<file path="src/hw/floppy_host_pkg.sv">
// Contract
// - Status register read with select low.
// - Data register read with select high.
// - Data register write captures bus byte.
// - Status register readable at any time.
// - Data register presents one stacked byte.
// - Bits 0-3 show drives seeking.
// - Bit 4 shows read/write command busy.
// - Bit 5 only in non-DMA execution.
// - Bit 6 gives transfer direction.
// - Bit 7 shows data register ready.
// - Reset idles, drive outputs low.
// - Strobes only act with chip select; a DMA grant also enables them.
// - Raise DMA request for byte transfer.
// - Transfer done ends the transfer.
// - Non-DMA interrupt for every data byte; raised only as the ready bit rises, so none for a byte queued behind another.
// - DMA bytes move without processor action.
// - Select pin high seek, low read/write.
// - Low current or step direction pin.
// - Fault reset or step pulse pin.
// - Head load command to drive.
// - Data strobe clears interrupt in execution.
// - DMA request drops when grant low.
// - Transfer done aborts running command.
`default_nettype none

package floppy_host_pkg;

   localparam int         DATA_W          = 8;
   localparam int         FIFO_DEPTH      = 32;
   localparam int         DRIVE_COUNT     = 4;
   localparam int         PIN_CTL_W       = 6;
   localparam int         ST_SEEK_LSB     = 0;
   localparam int         ST_BUSY_BIT     = 4;
   localparam int         ST_CPU_XFER_BIT = 5;
   localparam int         ST_DIR_BIT      = 6;
   localparam int         ST_READY_BIT    = 7;
   localparam logic [7:0] STATUS_RESET    = 8'h00;
   localparam logic [7:0] DATA_RESET      = 8'h00;
   localparam logic       SEL_STATUS      = 1'b0;
   localparam logic       SEL_DATA        = 1'b1;

   typedef enum logic [1:0] {
      ACC_IDLE,
      ACC_STATUS_RD,
      ACC_DATA_RD,
      ACC_DATA_WR
   } access_t;

endpackage

`default_nettype wire

</file>
<file path="src/hw/floppy_ctrl_host_interface.sv">
`default_nettype none

// ----------------------------------------------------------------
// Two-stage synchroniser
// ----------------------------------------------------------------
module pin_sync #(
   parameter int W = 1
) (
   input  wire logic         sys_clk,
   input  wire logic         rst_n,
   input  wire logic [W-1:0] pin_in,
   output logic      [W-1:0] pin_out
);
   logic [W-1:0] meta_q;

   always_ff @(posedge sys_clk or negedge rst_n) begin
      if (!rst_n) begin
         meta_q  <= '0;
         pin_out <= '0;
      end else begin
         meta_q  <= pin_in;
         pin_out <= meta_q;
      end
   end
endmodule

// ----------------------------------------------------------------
// Byte FIFO
// ----------------------------------------------------------------
module byte_fifo #(
   parameter int W     = 8,
   parameter int DEPTH = 32
) (
   input  wire logic         sys_clk,
   input  wire logic         rst_n,
   input  wire logic         in_valid,
   output logic              in_ready,
   input  wire logic [W-1:0] in_data,
   output logic              out_valid,
   input  wire logic         out_ready,
   output logic      [W-1:0] out_data
);
   localparam int AW = $clog2(DEPTH);

   logic [W-1:0] mem_q [DEPTH];
   logic [AW-1:0] wr_ptr_q;
   logic [AW-1:0] rd_ptr_q;
   logic [AW:0]   count_q;
   logic          push;
   logic          pop;

   assign in_ready  = (count_q != (AW+1)'(DEPTH));
   assign out_valid = (count_q != '0);
   assign out_data  = mem_q[rd_ptr_q];
   assign push      = in_valid && in_ready;
   assign pop       = out_valid && out_ready;

   always_ff @(posedge sys_clk) begin
      if (push) begin
         mem_q[wr_ptr_q] <= in_data;
      end
   end

   // Pointers wrap by hand so that a depth that is not a power of two still works.
   always_ff @(posedge sys_clk or negedge rst_n) begin
      if (!rst_n) begin
         wr_ptr_q <= '0;
         rd_ptr_q <= '0;
         count_q  <= '0;
      end else begin
         if (push) begin
            wr_ptr_q <= (wr_ptr_q == AW'(DEPTH - 1)) ? '0 : wr_ptr_q + 1'b1;
         end
         if (pop) begin
            rd_ptr_q <= (rd_ptr_q == AW'(DEPTH - 1)) ? '0 : rd_ptr_q + 1'b1;
         end
         count_q <= count_q + (AW+1)'(push) - (AW+1)'(pop);
      end
   end
endmodule

// ----------------------------------------------------------------
// Host port of the controller
// ----------------------------------------------------------------
module floppy_ctrl_host_interface #(
   parameter int FIFO_DEPTH = floppy_host_pkg::FIFO_DEPTH
) (
   input  wire logic                                   sys_clk,
   input  wire logic                                   rst_n,
   input  wire logic                                   cs_n,
   input  wire logic                                   rd_n,
   input  wire logic                                   wr_n,
   input  wire logic                                   register_select,
   input  wire logic [floppy_host_pkg::DATA_W-1:0]     data_in,
   output logic      [floppy_host_pkg::DATA_W-1:0]     data_out,
   output logic                                        data_oe,
   output logic                                        host_irq,
   output logic                                        dma_request_out,
   input  wire logic                                   dma_grant_in_n,
   input  wire logic                                   transfer_done,
   input  wire logic [floppy_host_pkg::DRIVE_COUNT-1:0] seek_busy,
   input  wire logic                                   core_busy,
   input  wire logic                                   exec_active,
   input  wire logic                                   dma_mode,
   input  wire logic                                   core_accepts,
   input  wire logic                                   rx_valid,
   output logic                                        rx_ready,
   input  wire logic [floppy_host_pkg::DATA_W-1:0]     rx_data,
   output logic                                        tx_valid,
   input  wire logic                                   tx_ready,
   output logic      [floppy_host_pkg::DATA_W-1:0]     tx_data,
   output logic                                        abort_cmd,
   input  wire logic                                   seek_mode,
   input  wire logic                                   step_dir,
   input  wire logic                                   step_pulse,
   input  wire logic                                   low_current,
   input  wire logic                                   fault_reset,
   input  wire logic                                   head_load,
   output logic                                        access_or_positioning_select,
   output logic                                        write_current_or_step_sense,
   output logic                                        fault_clear_or_step_pulse,
   output logic                                        head_load_cmd
);
   import floppy_host_pkg::*;

   // ----------------------------------------------------------------
   // Pin synchronisation
   // ----------------------------------------------------------------
   logic              s_cs_n;
   logic              s_rd_n;
   logic              s_wr_n;
   logic              s_rs;
   logic              s_dma_grant_in_n;
   logic              s_tc;
   logic [DATA_W-1:0] s_data;

   pin_sync #(.W(PIN_CTL_W)) u_ctl_sync (
      .sys_clk (sys_clk),
      .rst_n   (rst_n),
      .pin_in  ({cs_n, rd_n, wr_n, register_select, dma_grant_in_n, transfer_done}),
      .pin_out ({s_cs_n, s_rd_n, s_wr_n, s_rs, s_dma_grant_in_n, s_tc})
   );

   pin_sync #(.W(DATA_W)) u_data_sync (
      .sys_clk (sys_clk),
      .rst_n   (rst_n),
      .pin_in  (data_in),
      .pin_out (s_data)
   );

   // ----------------------------------------------------------------
   // Access decode
   // ----------------------------------------------------------------
   access_t           access_q;
   access_t           access_d;
   logic              dev_sel;
   logic              dma_sel;
   logic              rd_only;
   logic              wr_only;
   logic              rd_end;
   logic              wr_end;
   logic              data_start;

   assign dev_sel = !s_cs_n;
   assign dma_sel = !s_dma_grant_in_n;
   assign rd_only = !s_rd_n && s_wr_n;
   assign wr_only = !s_wr_n && s_rd_n;
   assign rd_end  = s_rd_n;
   assign wr_end  = s_wr_n;

   // A DMA grant selects the data register on its own, so the DMA
   // controller needs neither chip select nor register select.
   always_comb begin
      access_d = access_q;
      case (access_q)
         ACC_IDLE: begin
            if (rd_only && (dma_sel || (dev_sel && s_rs == SEL_DATA))) begin
               access_d = ACC_DATA_RD;
            end else if (rd_only && dev_sel && s_rs == SEL_STATUS) begin
               access_d = ACC_STATUS_RD;
            end else if (wr_only && (dma_sel || (dev_sel && s_rs == SEL_DATA))) begin
               access_d = ACC_DATA_WR;
            end else begin
               access_d = ACC_IDLE;
            end
         end
         ACC_STATUS_RD, ACC_DATA_RD: begin
            if (rd_end) begin
               access_d = ACC_IDLE;
            end
         end
         ACC_DATA_WR: begin
            if (wr_end) begin
               access_d = ACC_IDLE;
            end
         end
         default: access_d = ACC_IDLE;
      endcase
   end

   assign data_start = (access_q == ACC_IDLE) &&
                       (access_d == ACC_DATA_RD || access_d == ACC_DATA_WR);

   always_ff @(posedge sys_clk or negedge rst_n) begin
      if (!rst_n) begin
         access_q <= ACC_IDLE;
      end else begin
         access_q <= access_d;
      end
   end

   // ----------------------------------------------------------------
   // Read path: result and execution bytes queue toward the host
   // ----------------------------------------------------------------
   logic              head_valid;
   logic [DATA_W-1:0] head_byte;
   logic              pop_fire;

   // The byte leaves the stack only when the strobe ends, so a long
   // read strobe keeps showing the same byte.
   assign pop_fire = (access_q == ACC_DATA_RD) && rd_end && head_valid;

   byte_fifo #(.W(DATA_W), .DEPTH(FIFO_DEPTH)) u_rx_fifo (
      .sys_clk   (sys_clk),
      .rst_n     (rst_n),
      .in_valid  (rx_valid),
      .in_ready  (rx_ready),
      .in_data   (rx_data),
      .out_valid (head_valid),
      .out_ready (pop_fire),
      .out_data  (head_byte)
   );

   // ----------------------------------------------------------------
   // Write path: command and execution bytes toward the core
   // ----------------------------------------------------------------
   logic [DATA_W-1:0] wr_hold_q;
   logic [DATA_W-1:0] cmd_data_q;
   logic              tx_valid_q;

   always_ff @(posedge sys_clk or negedge rst_n) begin
      if (!rst_n) begin
         wr_hold_q <= DATA_RESET;
      end else if (access_q == ACC_DATA_WR && !s_wr_n) begin
         wr_hold_q <= s_data;
      end
   end

   // A write that arrives while the previous byte is still pending is
   // dropped; the host is expected to wait for the ready bit.
   always_ff @(posedge sys_clk or negedge rst_n) begin
      if (!rst_n) begin
         cmd_data_q <= DATA_RESET;
         tx_valid_q <= 1'b0;
      end else if (access_q == ACC_DATA_WR && wr_end && !tx_valid_q) begin
         cmd_data_q <= wr_hold_q;
         tx_valid_q <= 1'b1;
      end else if (tx_ready) begin
         tx_valid_q <= 1'b0;
      end
   end

   assign tx_valid = tx_valid_q;
   assign tx_data  = cmd_data_q;

   // ----------------------------------------------------------------
   // Status register
   // ----------------------------------------------------------------
   logic [DATA_W-1:0] status_q;
   logic [DATA_W-1:0] status_d;
   logic              ready_now;

   assign ready_now = head_valid || (core_accepts && !tx_valid_q && access_q != ACC_DATA_WR);

   always_comb begin
      status_d = STATUS_RESET;
      status_d[ST_SEEK_LSB +: DRIVE_COUNT] = seek_busy;
      status_d[ST_BUSY_BIT]     = core_busy;
      status_d[ST_CPU_XFER_BIT] = exec_active && !dma_mode;
      status_d[ST_DIR_BIT]      = head_valid;
      status_d[ST_READY_BIT]    = ready_now;
   end

   always_ff @(posedge sys_clk or negedge rst_n) begin
      if (!rst_n) begin
         status_q <= STATUS_RESET;
      end else begin
         status_q <= status_d;
      end
   end

   // ----------------------------------------------------------------
   // Data bus drive
   // ----------------------------------------------------------------
   always_ff @(posedge sys_clk or negedge rst_n) begin
      if (!rst_n) begin
         data_out <= DATA_RESET;
         data_oe  <= 1'b0;
      end else begin
         data_oe  <= (access_q == ACC_STATUS_RD) || (access_q == ACC_DATA_RD);
         if (access_q == ACC_STATUS_RD) begin
            data_out <= status_q;
         end else if (access_q == ACC_DATA_RD) begin
            data_out <= head_byte;
         end
      end
   end

   // ----------------------------------------------------------------
   // DMA handshake, interrupt and abort
   // ----------------------------------------------------------------
   logic drq_q;
   logic irq_q;
   logic tc_prev_q;
   logic ready_prev_q;
   logic abort_q;
   logic byte_event;

   assign byte_event = ready_now && !ready_prev_q && exec_active;

   // The grant drop wins over a new request so that no byte is requested twice.
   always_ff @(posedge sys_clk or negedge rst_n) begin
      if (!rst_n) begin
         drq_q <= 1'b0;
      end else if (dma_sel || s_tc) begin
         drq_q <= 1'b0;
      end else if (dma_mode && exec_active && ready_now && access_q == ACC_IDLE) begin
         drq_q <= 1'b1;
      end
   end

   // A new byte event in the same cycle as the clearing strobe still sets the flag.
   always_ff @(posedge sys_clk or negedge rst_n) begin
      if (!rst_n) begin
         irq_q <= 1'b0;
      end else if (byte_event && !dma_mode) begin
         irq_q <= 1'b1;
      end else if (data_start && dev_sel) begin
         irq_q <= 1'b0;
      end
   end

   always_ff @(posedge sys_clk or negedge rst_n) begin
      if (!rst_n) begin
         tc_prev_q    <= 1'b0;
         ready_prev_q <= 1'b0;
         abort_q      <= 1'b0;
      end else begin
         tc_prev_q    <= s_tc;
         ready_prev_q <= ready_now;
         abort_q      <= s_tc && !tc_prev_q && core_busy;
      end
   end

   assign dma_request_out = drq_q;
   assign host_irq        = irq_q;
   assign abort_cmd       = abort_q;

   // ----------------------------------------------------------------
   // Drive outputs
   // ----------------------------------------------------------------
   always_ff @(posedge sys_clk or negedge rst_n) begin
      if (!rst_n) begin
         access_or_positioning_select <= 1'b0;
         write_current_or_step_sense  <= 1'b0;
         fault_clear_or_step_pulse    <= 1'b0;
         head_load_cmd                <= 1'b0;
      end else begin
         access_or_positioning_select <= seek_mode;
         write_current_or_step_sense  <= seek_mode ? step_dir : low_current;
         fault_clear_or_step_pulse    <= seek_mode ? step_pulse : fault_reset;
         head_load_cmd                <= head_load;
      end
   end
endmodule

`default_nettype wire

</file>
<file path="config.mk">
export PLATFORM = sky130hd
export DESIGN_NAME = floppy_ctrl_host_interface
export DESIGN_NICKNAME = d
export VERILOG_FILES = /design/src/hw/floppy_host_pkg.sv /design/src/hw/floppy_ctrl_host_interface.sv
export SDC_FILE = /design/constraint.sdc
export NUM_CORES = 1
export LEC_CHECK = 0
export BUFFER_PORTS_ARGS = -buffer_cell sky130_fd_sc_hd__buf_4
export CAP_MARGIN = 20
export CORE_MARGIN = 4
export CORE_UTILIZATION = 60
export CTS_BUF_LIST = sky130_fd_sc_hd__clkbuf_8
export DETAILED_ROUTE_END_ITERATION = 10
export PLACE_DENSITY = 0.9
export SYNTH_ARGS = -nofsm -noshare
export SYNTH_HDL_FRONTEND = slang
export SYNTH_SLANG_ARGS = --single-unit
</file>
<file path="constraint.sdc">
create_clock -name sys_clk -period 6.15 [get_ports sys_clk]
set_input_delay 0.3075 -clock sys_clk [delete_from_list [all_inputs] [get_ports sys_clk]]
set_output_delay 0.3075 -clock sys_clk [all_outputs]
set_load 0.01 [all_outputs]
</file>
==> results.ini <==
[worst_setup_path]
reg2reg_depth = 5
required_ns = 6.59
criticalPathCategory = register to register
critical_path_peak_fanout = 50
worst_setup_path_start_kind = register
timing.critical_path.arrival_ns = 3.47
timing.critical_path.to_type = register

[detailed_routing]
postRouteAntennaNets = 0
drt_wl_total_um = 30000
vias_after_detailed_routing = 7446
met3_wirelength_um = 3630
routed_wire_length_per_instance_um = 25.2
drt_drc_violations_left = 0
avgViaCountPerCell = 6.27
initialDrtViolationCount = 1014
wl_met1_um = 11000
detailroute.wirelength.met2_um = 14400
dr.pass1.iters = 5
top_layer_used = met4

[sta]
maxSlewHeadroom = 0.297
layout_min_cycle_time_ns = 3.04
achievable-frequency_mhz = 329
maxSlewViolCount = 0
hold_viol_final = 0
finalCritPeriodShare = 0.494
final.setup.tns_ns = 0
worst_pin_slew_ns = 1.05
grt_setup_unrepaired = false
setup_skew_ns = 0.0315
setup-violations-final = 0

[die]
die_w_um = 157
core.rowCount = 54
floorplan.initialDensity = 0.610
die_h_um = 157
num_io_pins = 66
dieArea_um2 = 24700
core_area_um2 = 21900

[global_route]
gr-total-overflow = 0
grt_pass1_wl_um = 45100
antenna_violations_before_repair = 0
grt_usage = 0.247
first_global_vias = 7504
grt_max_degree = 89

[finish]
post_route_cells_drive_above_1_share = 0.229
layout.filler_cells = 1279
syn2layout_area_growth_pct = 14.8
diodes = 0
multi_input_area_um2 = 3210
final_nets = 928
post_layout_nonfiller_instances = 1188
seqCellArea_um2 = 9890

[clock_network]
insertion_delay_ns = 0.59
maximum_count_of_clock_buffers_along_a_single_path = 3
cts_buffers = 52
cts.clk_slew.worst_paths_ns = 0.06
cts.sinks = 344
quantity_of_gates_resized_following_cts = 0
clock_tree_from_tritoncts = done
cts-htree-levels = 2
clock_tree.root_cell = sky130_fd_sc_hd__clkbuf_8

[synthesis]
netlist-cell-type-count = 48
synthesis.area_per_instance_um2 = 17.9
post_synth_instance_area_um2 = 13400
synth-async-reset-ratio = 0.256
netlist_instances = 746
synth-edff-count = 256
ys_warn_count = 0
seq_area_frac_synth = 0.740
syn_nets = 808
synthesis_stage_register_bit_count = 344
yosys_most_used_dff = sky130_fd_sc_hd__edfxtp_1

[place]
dpl.hpwl_um = 18200
gp_congestion = 0.887
buffer_ports.inserted = 65
place_inst = 1063

[run]
max_cap_viol_count = 0

[status]
outcome = finished clean

[pwr]
vdd.ir_drop.worst_v = 0.000234
power.leakage_nw = 5.64
power_dens_cells_nw_per_um2 = 408

[min_path]
holdPathStages = 2
hold_path.class = input pin to register

## state kept, by name, indices dropped and copies added, names as in the netlist, 2 cells and up
register             count
access_q                 2
wr_hold_q                8
u_ctl_sync.meta_q        6
u_rx_fifo.wr_ptr_q       5
u_rx_fifo.count_q        6
status_q                 7
u_rx_fifo.mem_q        256
u_data_sync.pin_out      8
u_rx_fifo.rd_ptr_q       5
tx_data                  8
data_out                 8
u_ctl_sync.pin_out       6
u_data_sync.meta_q       8
## layout make-up
type,count,area share
Timing Repair Buffer,96,0.0529
Inverter,18,0.00440
Sequential cell,344,0.645
Tap cell,280,0.0228
Multi-Input combinational cell,354,0.209
Clock inverter,35,0.0111
Clock buffer,61,0.0547
## worst paths after layout
| check | from | to | slack, ns |
|---|---|---|---|
| worst max-delay path | u_rx_fifo.rd_ptr_q[0] | data_out[0] | 3.11 |
| worst min-delay path | core_accepts | ready_prev_q | 0.05 |
| worst max register to register | u_rx_fifo.rd_ptr_q[0] | data_out[0] | 3.11 |
| worst min register to register | u_data_sync.meta_q[7] | u_data_sync.pin_out[7] | 0.35 |
| max in group asynchronous | rst_n | tc_prev_q | 5.35 |
| min in group asynchronous | rst_n | wr_hold_q[0] | 0.16 |
## metrics by stage
step           setup WS, ns  utilization  power (mW)  hold slack [ns]  instance area (um^2)
2_1_floorplan          3.74            -        3.99           0.0119                 13400
6_report               3.11        0.701        6.26           0.0494                 15300
4_1_cts                3.09        0.699        6.22           0.0216                 15300
5_1_grt                2.90        0.701        6.52           0.0401                 15300
3_5_place_dp           3.12        0.640        4.44            0.336                 14000
3_3_place_gp           3.17        0.640        4.36            0.332                 14000
## cell usage after synthesis, types with 4 or more instances
library cell / instances / area, um^2
sky130_fd_sc_hd__o22a_1: 4 / 35.0
sky130_fd_sc_hd__clkbuf_1: 11 / 41.3
sky130_fd_sc_hd__o21ai_1: 4 / 20.0
sky130_fd_sc_hd__dfrtp_1: 88 / 2200
sky130_fd_sc_hd__buf_2: 7 / 35.0
sky130_fd_sc_hd__nor2b_1: 7 / 43.8
sky130_fd_sc_hd__buf_6: 5 / 56.3
sky130_fd_sc_hd__mux2i_1: 35 / 350
sky130_fd_sc_hd__mux4_2: 48 / 1080
sky130_fd_sc_hd__ha_1: 21 / 263
sky130_fd_sc_hd__inv_1: 17 / 63.8
sky130_fd_sc_hd__nor2_1: 51 / 191
sky130_fd_sc_hd__o21ai_0: 18 / 90.1
sky130_fd_sc_hd__nand3_1: 5 / 25.0
sky130_fd_sc_hd__xor2_1: 4 / 35.0
sky130_fd_sc_hd__a21oi_1: 18 / 90.1
sky130_fd_sc_hd__nand2b_1: 6 / 37.5
sky130_fd_sc_hd__a41oi_1: 4 / 35.0
sky130_fd_sc_hd__o221ai_1: 8 / 70.1
sky130_fd_sc_hd__a21o_1: 4 / 30.0
sky130_fd_sc_hd__o31a_1: 4 / 35.0
sky130_fd_sc_hd__edfxtp_1: 256 / 7690
sky130_fd_sc_hd__nand2_1: 41 / 154
sky130_fd_sc_hd__a22oi_1: 20 / 150
sky130_fd_sc_hd__mux2_2: 19 / 214
sky130_fd_sc_hd__nand3b_1: 7 / 52.6
## cell families after synthesis
kind of cell	Yosys count	synth area share
flip-flops	344	0.740
buffers and inverters	48	0.0201
AND/OR/NAND/NOR	134	0.0467
AO/OA/AOI/OAI	91	0.0456
adder cells (fa/ha/maj)	22	0.0212
XOR/XNOR	5	0.00328
multiplexers	102	0.123
## critical path, cell delays in order, from the launching register on
cell and delay, ns:
sky130_fd_sc_hd__dfrtp_4 1.03, sky130_fd_sc_hd__buf_4 0.70, sky130_fd_sc_hd__mux4_2 0.61, sky130_fd_sc_hd__o221ai_1 0.20, sky130_fd_sc_hd__o31a_1 0.22, sky130_fd_sc_hd__o21ai_1 0.09
## per-layer routing
metal | track usage | vias to the layer above
met5 | 0 | -
met4 | 0.0803 | 0
met3 | 0.0668 | 66
met2 | 0.385 | 497
met1 | 0.347 | 3743
li1 | - | 3140
## power breakdown
| group | switching (mW) | total, mW | leakage [nW] | internal, mW |
|---|---|---|---|---|
| logic | 0.771 | 1.46 | 1.67 | 0.686 |
| clock network | 0.847 | 1.79 | 0.612 | 0.942 |
| registers | 0.294 | 3.01 | 3.36 | 2.72 |
## what timing repair did
| item | in CTS | in global routing |
|---|---|---|
| hold buffers | 28 | 0 |
| hold endpoints to repair | 109 | 0 |
| setup buffers | 0 | 0 |
## cell usage in the layout (no fill, tap or decap), types with 21 or more instances in the layout
| cell | n |
|---|---|
| sky130_fd_sc_hd__mux2i_1 | 35 |
| sky130_fd_sc_hd__ha_1 | 21 |
| sky130_fd_sc_hd__buf_4 | 67 |
| sky130_fd_sc_hd__inv_1 | 43 |
| sky130_fd_sc_hd__clkbuf_8 | 61 |
| sky130_fd_sc_hd__nor2_1 | 51 |
| sky130_fd_sc_hd__nand2_1 | 41 |
| sky130_fd_sc_hd__dfrtp_1 | 86 |
| sky130_fd_sc_hd__mux4_2 | 48 |
| sky130_fd_sc_hd__edfxtp_1 | 256 |
| sky130_fd_sc_hd__dlygate4sd3_1 | 28 |
Power figures use the tool's default switching activity.
